`src/plc_pkg.sv`:
```
`default_nettype none
package plc_pkg;
   localparam logic [4:0]  PLC_ADDR_LINK_CTRL  = 5'h17;
   localparam logic [4:0]  PLC_ADDR_INT_MASK   = 5'h18;
   localparam logic [4:0]  PLC_ADDR_INT_STATUS = 5'h19;
   localparam logic [15:0] PLC_LINK_CTRL_RST   = 16'h3048;
   localparam logic [15:0] PLC_INT_MASK_RST    = 16'h0000;
   localparam int          PLC_LINK_EN_BIT     = 13;
   localparam int          PLC_RETRY_LSB       = 10;
   localparam int          PLC_RETRY_W         = 3;
   localparam int          PLC_PIN_EN_BIT      = 0;
   localparam int          PLC_SRC_LSB         = 1;
   localparam int          PLC_SRC_N           = 10;
   localparam int          PLC_SRC_SPEED       = 0;
   localparam int          PLC_SRC_LINK        = 1;
   localparam int          PLC_SRC_RECEIVE     = 2;
   localparam int          PLC_SRC_FIFO        = 3;
   localparam int          PLC_SRC_IDLE        = 4;
   localparam int          PLC_SRC_PAGE        = 5;
   localparam int          PLC_SRC_FRAME       = 6;
   localparam int          PLC_SRC_AUTONEG     = 7;
   localparam int          PLC_SRC_SYNC        = 8;
   localparam int          PLC_SRC_CABLE       = 9;
   localparam logic [15:0] PLC_LINK_WMASK      = 16'h3FFF;
   localparam logic [15:0] PLC_INT_MASK_WMASK  = 16'hFFFF;
endpackage : plc_pkg
`default_nettype wire

```
`src/plc_link_ctrl_irq_mask.sv`:
```
`default_nettype none
module plc_link_ctrl_irq_mask
   import plc_pkg::*;
(
   input  wire logic                   ref_clk,
   input  wire logic                   nrst,
   input  wire logic [4:0]             reg_addr,
   input  wire logic                   reg_wr,
   input  wire logic                   reg_rd,
   input  wire logic [15:0]            reg_wdata,
   output logic      [15:0]            reg_rdata,
   input  wire logic [PLC_SRC_N-1:0]   int_event,
   output logic                        link_attempt_enable,
   output logic                        standby,
   output logic      [PLC_RETRY_W-1:0] speed_retry_count,
   output logic                        int_n
);
   // Everything but the synchroniser runs on the released reset copy.
   logic                        rst_s1_reg;
   logic                        rst_s2_reg;
   logic [15:0]                 link_ctrl_reg;
   logic [15:0]                 link_ctrl_next;
   logic [15:0]                 int_mask_reg;
   logic [15:0]                 int_mask_next;
   logic [PLC_SRC_N-1:0]        status_reg;
   logic                        pending_reg;
   logic                        pending_next;
   logic [15:0]                 rdata_next;

   wire logic                   hit_link;
   wire logic                   hit_mask;
   wire logic                   hit_status;
   wire logic                   wr_link;
   wire logic                   wr_mask;
   wire logic                   rd_link;
   wire logic                   rd_mask;
   wire logic                   rd_status;
   wire logic                   rd_unmapped;
   wire logic                   keep_flags;

   wire logic                   link_en_field;
   wire logic [PLC_RETRY_W-1:0] retry_field;
   wire logic [1:0]             link_resv_high;
   wire logic [9:0]             link_resv_low;
   wire logic [4:0]             mask_resv;
   wire logic                   pin_enable;
   wire logic [PLC_SRC_N-1:0]   src_enable;
   wire logic [15:0]            link_word;
   wire logic [15:0]            mask_word;
   wire logic [15:0]            status_word;

   wire logic [PLC_SRC_N-1:0]   status_next;
   wire logic [PLC_SRC_N-1:0]   src_gated;
   wire logic                   gate_speed;
   wire logic                   gate_link;
   wire logic                   gate_receive;
   wire logic                   gate_fifo;
   wire logic                   gate_idle;
   wire logic                   gate_page;
   wire logic                   gate_frame;
   wire logic                   gate_autoneg;
   wire logic                   gate_sync;
   wire logic                   gate_cable;
   wire logic                   any_enabled;
   wire logic                   pin_assert;

   function automatic logic addr_match(
      input logic [4:0] addr,
      input logic [4:0] target
   );
      return addr == target;
   endfunction : addr_match

   function automatic logic [15:0] merge_write(
      input logic [15:0] old_value,
      input logic [15:0] new_value,
      input logic [15:0] write_mask
   );
      return (new_value & write_mask) | (old_value & ~write_mask);
   endfunction : merge_write

   function automatic logic gate_source(
      input logic [PLC_SRC_N-1:0] flags,
      input logic [PLC_SRC_N-1:0] enables,
      input int                   index
   );
      return flags[index] & enables[index];
   endfunction : gate_source

   assign hit_link    = addr_match(reg_addr, PLC_ADDR_LINK_CTRL);
   assign hit_mask    = addr_match(reg_addr, PLC_ADDR_INT_MASK);
   assign hit_status  = addr_match(reg_addr, PLC_ADDR_INT_STATUS);

   assign wr_link     = reg_wr & hit_link;
   assign wr_mask     = reg_wr & hit_mask;

   assign rd_link     = reg_rd & hit_link;
   assign rd_mask     = reg_rd & hit_mask;
   assign rd_status   = reg_rd & hit_status;
   assign rd_unmapped = reg_rd & ~(hit_link | hit_mask | hit_status);
   assign keep_flags  = ~rd_status;

   // Staged release so that no register past the synchroniser leaves reset a cycle before another.
   always_ff @(posedge ref_clk or negedge nrst) begin
      if (!nrst) begin
         rst_s1_reg <= 1'b0;
         rst_s2_reg <= 1'b0;
      end else begin
         rst_s1_reg <= 1'b1;
         rst_s2_reg <= rst_s1_reg;
      end
   end

   assign link_en_field  = link_ctrl_reg[PLC_LINK_EN_BIT];
   assign retry_field    = link_ctrl_reg[PLC_RETRY_LSB +: PLC_RETRY_W];
   assign link_resv_high = link_ctrl_reg[15:PLC_LINK_EN_BIT + 1];
   assign link_resv_low  = link_ctrl_reg[PLC_RETRY_LSB - 1:0];

   assign pin_enable     = int_mask_reg[PLC_PIN_EN_BIT];
   assign src_enable     = int_mask_reg[PLC_SRC_LSB +: PLC_SRC_N];
   assign mask_resv      = int_mask_reg[15:PLC_SRC_LSB + PLC_SRC_N];

   assign link_word = {
      link_resv_high,
      link_en_field,
      retry_field,
      link_resv_low
   };

   assign mask_word = {
      mask_resv,
      src_enable,
      pin_enable
   };

   // Reserved status bits are tied low; they hold no storage.
   assign status_word = {
      5'h00,
      status_reg,
      pending_reg
   };

   assign link_ctrl_next = wr_link
                         ? merge_write(link_ctrl_reg, reg_wdata, PLC_LINK_WMASK)
                         : link_ctrl_reg;

   assign int_mask_next  = wr_mask
                         ? merge_write(int_mask_reg, reg_wdata, PLC_INT_MASK_WMASK)
                         : int_mask_reg;

   always_ff @(posedge ref_clk or negedge rst_s2_reg) begin
      if (!rst_s2_reg) begin
         link_ctrl_reg <= PLC_LINK_CTRL_RST;
      end else begin
         link_ctrl_reg <= link_ctrl_next;
      end
   end

   always_ff @(posedge ref_clk or negedge rst_s2_reg) begin
      if (!rst_s2_reg) begin
         int_mask_reg <= PLC_INT_MASK_RST;
      end else begin
         int_mask_reg <= int_mask_next;
      end
   end

   // Flags ignore mask.
   // A new event in the clearing cycle wins, so no event is lost.
   generate
      for (genvar i = 0; i < PLC_SRC_N; i++) begin : g_flag
         assign status_next[i] = int_event[i] | (status_reg[i] & keep_flags);
      end
   endgenerate

   assign gate_speed = gate_source(
      status_next,
      src_enable,
      PLC_SRC_SPEED
   );

   assign gate_link = gate_source(
      status_next,
      src_enable,
      PLC_SRC_LINK
   );

   assign gate_receive = gate_source(
      status_next,
      src_enable,
      PLC_SRC_RECEIVE
   );

   assign gate_fifo = gate_source(
      status_next,
      src_enable,
      PLC_SRC_FIFO
   );

   assign gate_idle = gate_source(
      status_next,
      src_enable,
      PLC_SRC_IDLE
   );

   assign gate_page = gate_source(
      status_next,
      src_enable,
      PLC_SRC_PAGE
   );

   assign gate_frame = gate_source(
      status_next,
      src_enable,
      PLC_SRC_FRAME
   );

   assign gate_autoneg = gate_source(
      status_next,
      src_enable,
      PLC_SRC_AUTONEG
   );

   assign gate_sync = gate_source(
      status_next,
      src_enable,
      PLC_SRC_SYNC
   );

   assign gate_cable = gate_source(
      status_next,
      src_enable,
      PLC_SRC_CABLE
   );

   assign src_gated = {
      gate_cable,
      gate_sync,
      gate_autoneg,
      gate_frame,
      gate_page,
      gate_idle,
      gate_fifo,
      gate_receive,
      gate_link,
      gate_speed
   };

   assign any_enabled  = |src_gated;
   // Pending stays latched like the flags until the status read.
   assign pending_next = (pending_reg & keep_flags) | any_enabled;

   always_ff @(posedge ref_clk or negedge rst_s2_reg) begin
      if (!rst_s2_reg) begin
         status_reg <= '0;
      end else begin
         status_reg <= status_next;
      end
   end

   always_ff @(posedge ref_clk or negedge rst_s2_reg) begin
      if (!rst_s2_reg) begin
         pending_reg <= 1'b0;
      end else begin
         pending_reg <= pending_next;
      end
   end

   always_ff @(posedge ref_clk or negedge rst_s2_reg) begin
      if (!rst_s2_reg) begin
         reg_rdata <= 16'h0000;
      end else begin
         reg_rdata <= rdata_next;
      end
   end

   // Without a read the last word stays on the bus.
   always_comb begin
      rdata_next = reg_rdata;
      if (rd_link) begin
         rdata_next = link_word;
      end else if (rd_mask) begin
         rdata_next = mask_word;
      end else if (rd_status) begin
         rdata_next = status_word;
      end else if (rd_unmapped) begin
         rdata_next = 16'h0000;
      end
   end

   assign link_attempt_enable = link_en_field;
   assign standby             = ~link_en_field;

   assign speed_retry_count   = retry_field;

   assign pin_assert          = pending_reg & pin_enable;
   assign int_n               = ~pin_assert;
endmodule : plc_link_ctrl_irq_mask
`default_nettype wire

```
`config.mk`:
```
export PLATFORM = sky130hd
export DESIGN_NAME = plc_link_ctrl_irq_mask
export DESIGN_NICKNAME = d
export VERILOG_FILES = /design/src/plc_pkg.sv /design/src/plc_link_ctrl_irq_mask.sv
export SDC_FILE = /design/constraint.sdc
export NUM_CORES = 1
export LEC_CHECK = 0
export BUFFER_PORTS_ARGS = -buffer_cell sky130_fd_sc_hd__buf_4
export CAP_MARGIN = 20
export CORE_UTILIZATION = 40
export CTS_CLUSTER_DIAMETER = 30
export CTS_CLUSTER_SIZE = 24
export DETAILED_ROUTE_END_ITERATION = 10
export PLACE_DENSITY = 0.66
export REMOVE_ABC_BUFFERS = 1
export SETUP_SLACK_MARGIN = 0.05
export SYNTH_ARGS = -nofsm -noshare
export SYNTH_HDL_FRONTEND = slang
export SYNTH_SLANG_ARGS = --single-unit
```
`constraint.sdc`:
```
create_clock -name ref_clk -period 2.1 [get_ports ref_clk]
set_clock_uncertainty 0.1 [all_clocks]
set_input_delay 0.105 -clock ref_clk [delete_from_list [all_inputs] [get_ports ref_clk]]
set_output_delay 0.105 -clock ref_clk [all_outputs]
set_load 0.05 [all_outputs]
```
==> flow_summary.ini <==
[outcome]
outcome = finished, violations left
violations = design-rule violations

[die]
start_util_pct = 42.06
dieHeight_um = 84.18
die_w_um = 84.18
die-area_sq_um = 7086
core-area_sq_um = 6422
placementRows = 29
ios = 57

[timing]
holdWs_ns = 0.04672
slew_headroom_pct = 56.20
period_minus_slack_ns = 1.491
slew_violations = 0
fin_tns_setup_ns = 0
timing_hold_violations_final = 0
post-route-period-util_pct = 70.99
setup_viol = 0
fmaxAchievable_mhz = 670.8
grt_setup_unrepaired = no
tightestPinTransition_ns = 0.6570

[critical_path]
crit_family = simple AND/OR/NAND/NOR gates
reg2reg_depth = 5
timing.reg2reg.setup_slack_ns = 0.72
worstPathArrival_ns = 1.59
worst-path-max-fanout = 11
worst-endpoint-required_ns = 2.20
critPathKind = in -> reg
slowest_delay_ns = 0.39
crit_path_end_kind = flip-flop
crit_cells = 6
r2r_start = status_reg[1]
crit_chain = buf_4 > nor3b_4 > nand3_2 > a21o_1 > a222oi_1 > nand3_1
path_buf_inv = 1
start_kind = input pin
slowest_stage = a222oi_1
r2r-end = pending_reg

[cells_and_area]
seqCellArea_sq_um = 1483
syn2layout_area_growth_pct = 35.90
nFillCells = 550
finalNonFillerCells = 367
final_common_cell = buf_4
drive_gt1_share_pct = 46.55
layout_common_cells = buf_4, dfrtp_1, dlygate4sd3_1
insertedDiodeCount = 0
nets = 320
multi_input_area_sq_um = 1092

[min_path]
holdPathEnd = reg_rdata[11]
min-delay-start = reg_rd
hold_depth = 2
hp-class = in -> reg

[detailed_routing]
drt_iter0_markers = 87
firstDrtPassIters = 7
drc = 6
ant_nets = 0
avgRoutedWirePerCell_um = 15.74
dr_total_vias = 1905
routed_wl_um = 5778
viasPerCell = 5.191

[clock_tree]
cts_buffers = 9
cts_setup_buffers = 0
cts_buffer_depth = 2
clkLatencyLatePin_ns = 0.34
cts_tree = built
clk_pin_slew_ns = 0.06
clock-sinks = 59
cts_root_buf = clkbuf_8
htree_levels = 3

[logic_synthesis]
synth_area_leader_cell = dfrtp_1
yosys_warnings = 0
syn_area_per_cell_sq_um = 13.37
synth_edf_count = 0
synth.distinct_cells = 35
synth_seq_cells = 59
synth_top_cell_area_share_pct = 50.95
synthTopCellsByArea = dfrtp_1, mux2_2, a221oi_2
synth_cells = 202
async_flop_share_pct = 100.0
synth_area_sq_um = 2701
yosysSeqAreaShare_pct = 54.84
yosys_most_used_dff = dfrtp_1

[power]
switching_share_pct = 26.07
cellLeakagePower_nw = 1.693
p_sw_mw = 0.8435
p_seq_share_pct = 42.9
p_int_mw = 2.392
power_frac_clock_pct = 38.5
power_density_nw_per_um2 = 881.3
pwr-share-comb_pct = 18.7
irDropWorstVdd_mv = 0.4270

[placement]
port_buffers = 56
gp_congestion = 0.7243
dp_hpwl_um = 3868
dp_cells = 323

[global_route]
grt_pass1_vias = 1912
grt_max_degree = 58
grtUsageTotal_pct = 18.10
antenna_found_initial = 0
grt_overflow = 0
grt_pass1_wl_um = 9611

[run]
maxCapViolCount = 0
-- what timing repair did --
action,4_1_cts,5_1_grt
gates resized for setup,0,0
hold buffers,28,0
hold endpoints to repair,42,0
-- power by group through the flow --
stage | logic, mW | clock network [mW] | registers, mW
2_1_floorplan | 0.234 | 0 | 1.53
3_3_place_gp | 0.560 | 0 | 1.40
3_5_place_dp | 0.569 | 0 | 1.41
4_1_cts | 0.611 | 1.28 | 1.39
5_1_grt | 0.644 | 1.34 | 1.41
6_report | 0.604 | 1.24 | 1.39
-- layer usage --
| metal | track usage [%] | share of wire [%] | up-vias |
|---|---|---|---|
| met1 | 23.50 | 46 | 950 |
| met3 | 5.408 | 4.5 | 8 |
| met5 | 0 | 0 | - |
| met4 | 7.053 | 1.5 | 0 |
| li1 | - | - | 903 |
| met2 | 28.61 | 48 | 44 |
-- area by class of cell --
type | count | area share, %
inverter | 4 | 0.4090
clock buffer | 11 | 3.851
clock inverter | 5 | 2.727
tap | 77 | 2.624
sequential | 59 | 40.39
multi-input combinational | 123 | 29.75
timing repair buffer | 88 | 20.25
-- synthesized netlist by cell type (all sizes together), types with 2 or more instances --
cell type / n
dfrtp: 55
mux2: 30
nor2: 25
a221oi: 13
a211oi: 11
buf: 11
a21o: 9
nand2: 6
clkbuf: 5
o21ai: 5
dfstp: 4
inv: 4
nand3: 4
a21oi: 3
a22oi: 3
and4b: 3
and2: 2
-- stage by stage --
stage | setup WS, ns | cell area (sq um) | util [%] | power [mW]
2_1_floorplan | 0.2427 | 2589 | - | 1.761
5_1_grt | 0.4497 | 3671 | 57.16 | 3.391
3_5_place_dp | 0.2444 | 3149 | 49.04 | 1.974
4_1_cts | 0.5976 | 3671 | 57.16 | 3.277
6_report | 0.6092 | 3671 | 57.16 | 3.235
3_3_place_gp | 0.2603 | 3149 | 49.04 | 1.961
-- worst reg2reg max path: cells and delay by family (launching register included) --
family,cells,cell delay (ns)
and+or+nand+nor,1,0.10
AOI/OAI and AO/OA,4,0.64
DFF,1,0.40
-- worst max-delay path by stage --
stage | endpoint | from | slack [ns]
floorplan | int_mask_reg[0] | rst_s2_reg | 0.24
global placement | pending_reg | reg_addr[1] | 0.26
detailed placement | pending_reg | reg_addr[1] | 0.24
CTS | pending_reg | reg_addr[1] | 0.60
global route | pending_reg | reg_addr[1] | 0.45
finish | pending_reg | reg_addr[1] | 0.61
-- cell families (layout without fill, tap and decap cells) --
kind of cell	count (synthesis)	count (layout)	share of synthesized area, %
AND/OR/NAND/NOR	44	44	8.847
other	1	1	0.1388
flip-flops	59	59	54.84
buffers and inverters	20	108	4.724
multiplexers	30	30	13.90
AO/OA/AOI/OAI	48	48	17.55
Power figures use the tool's default switching activity.
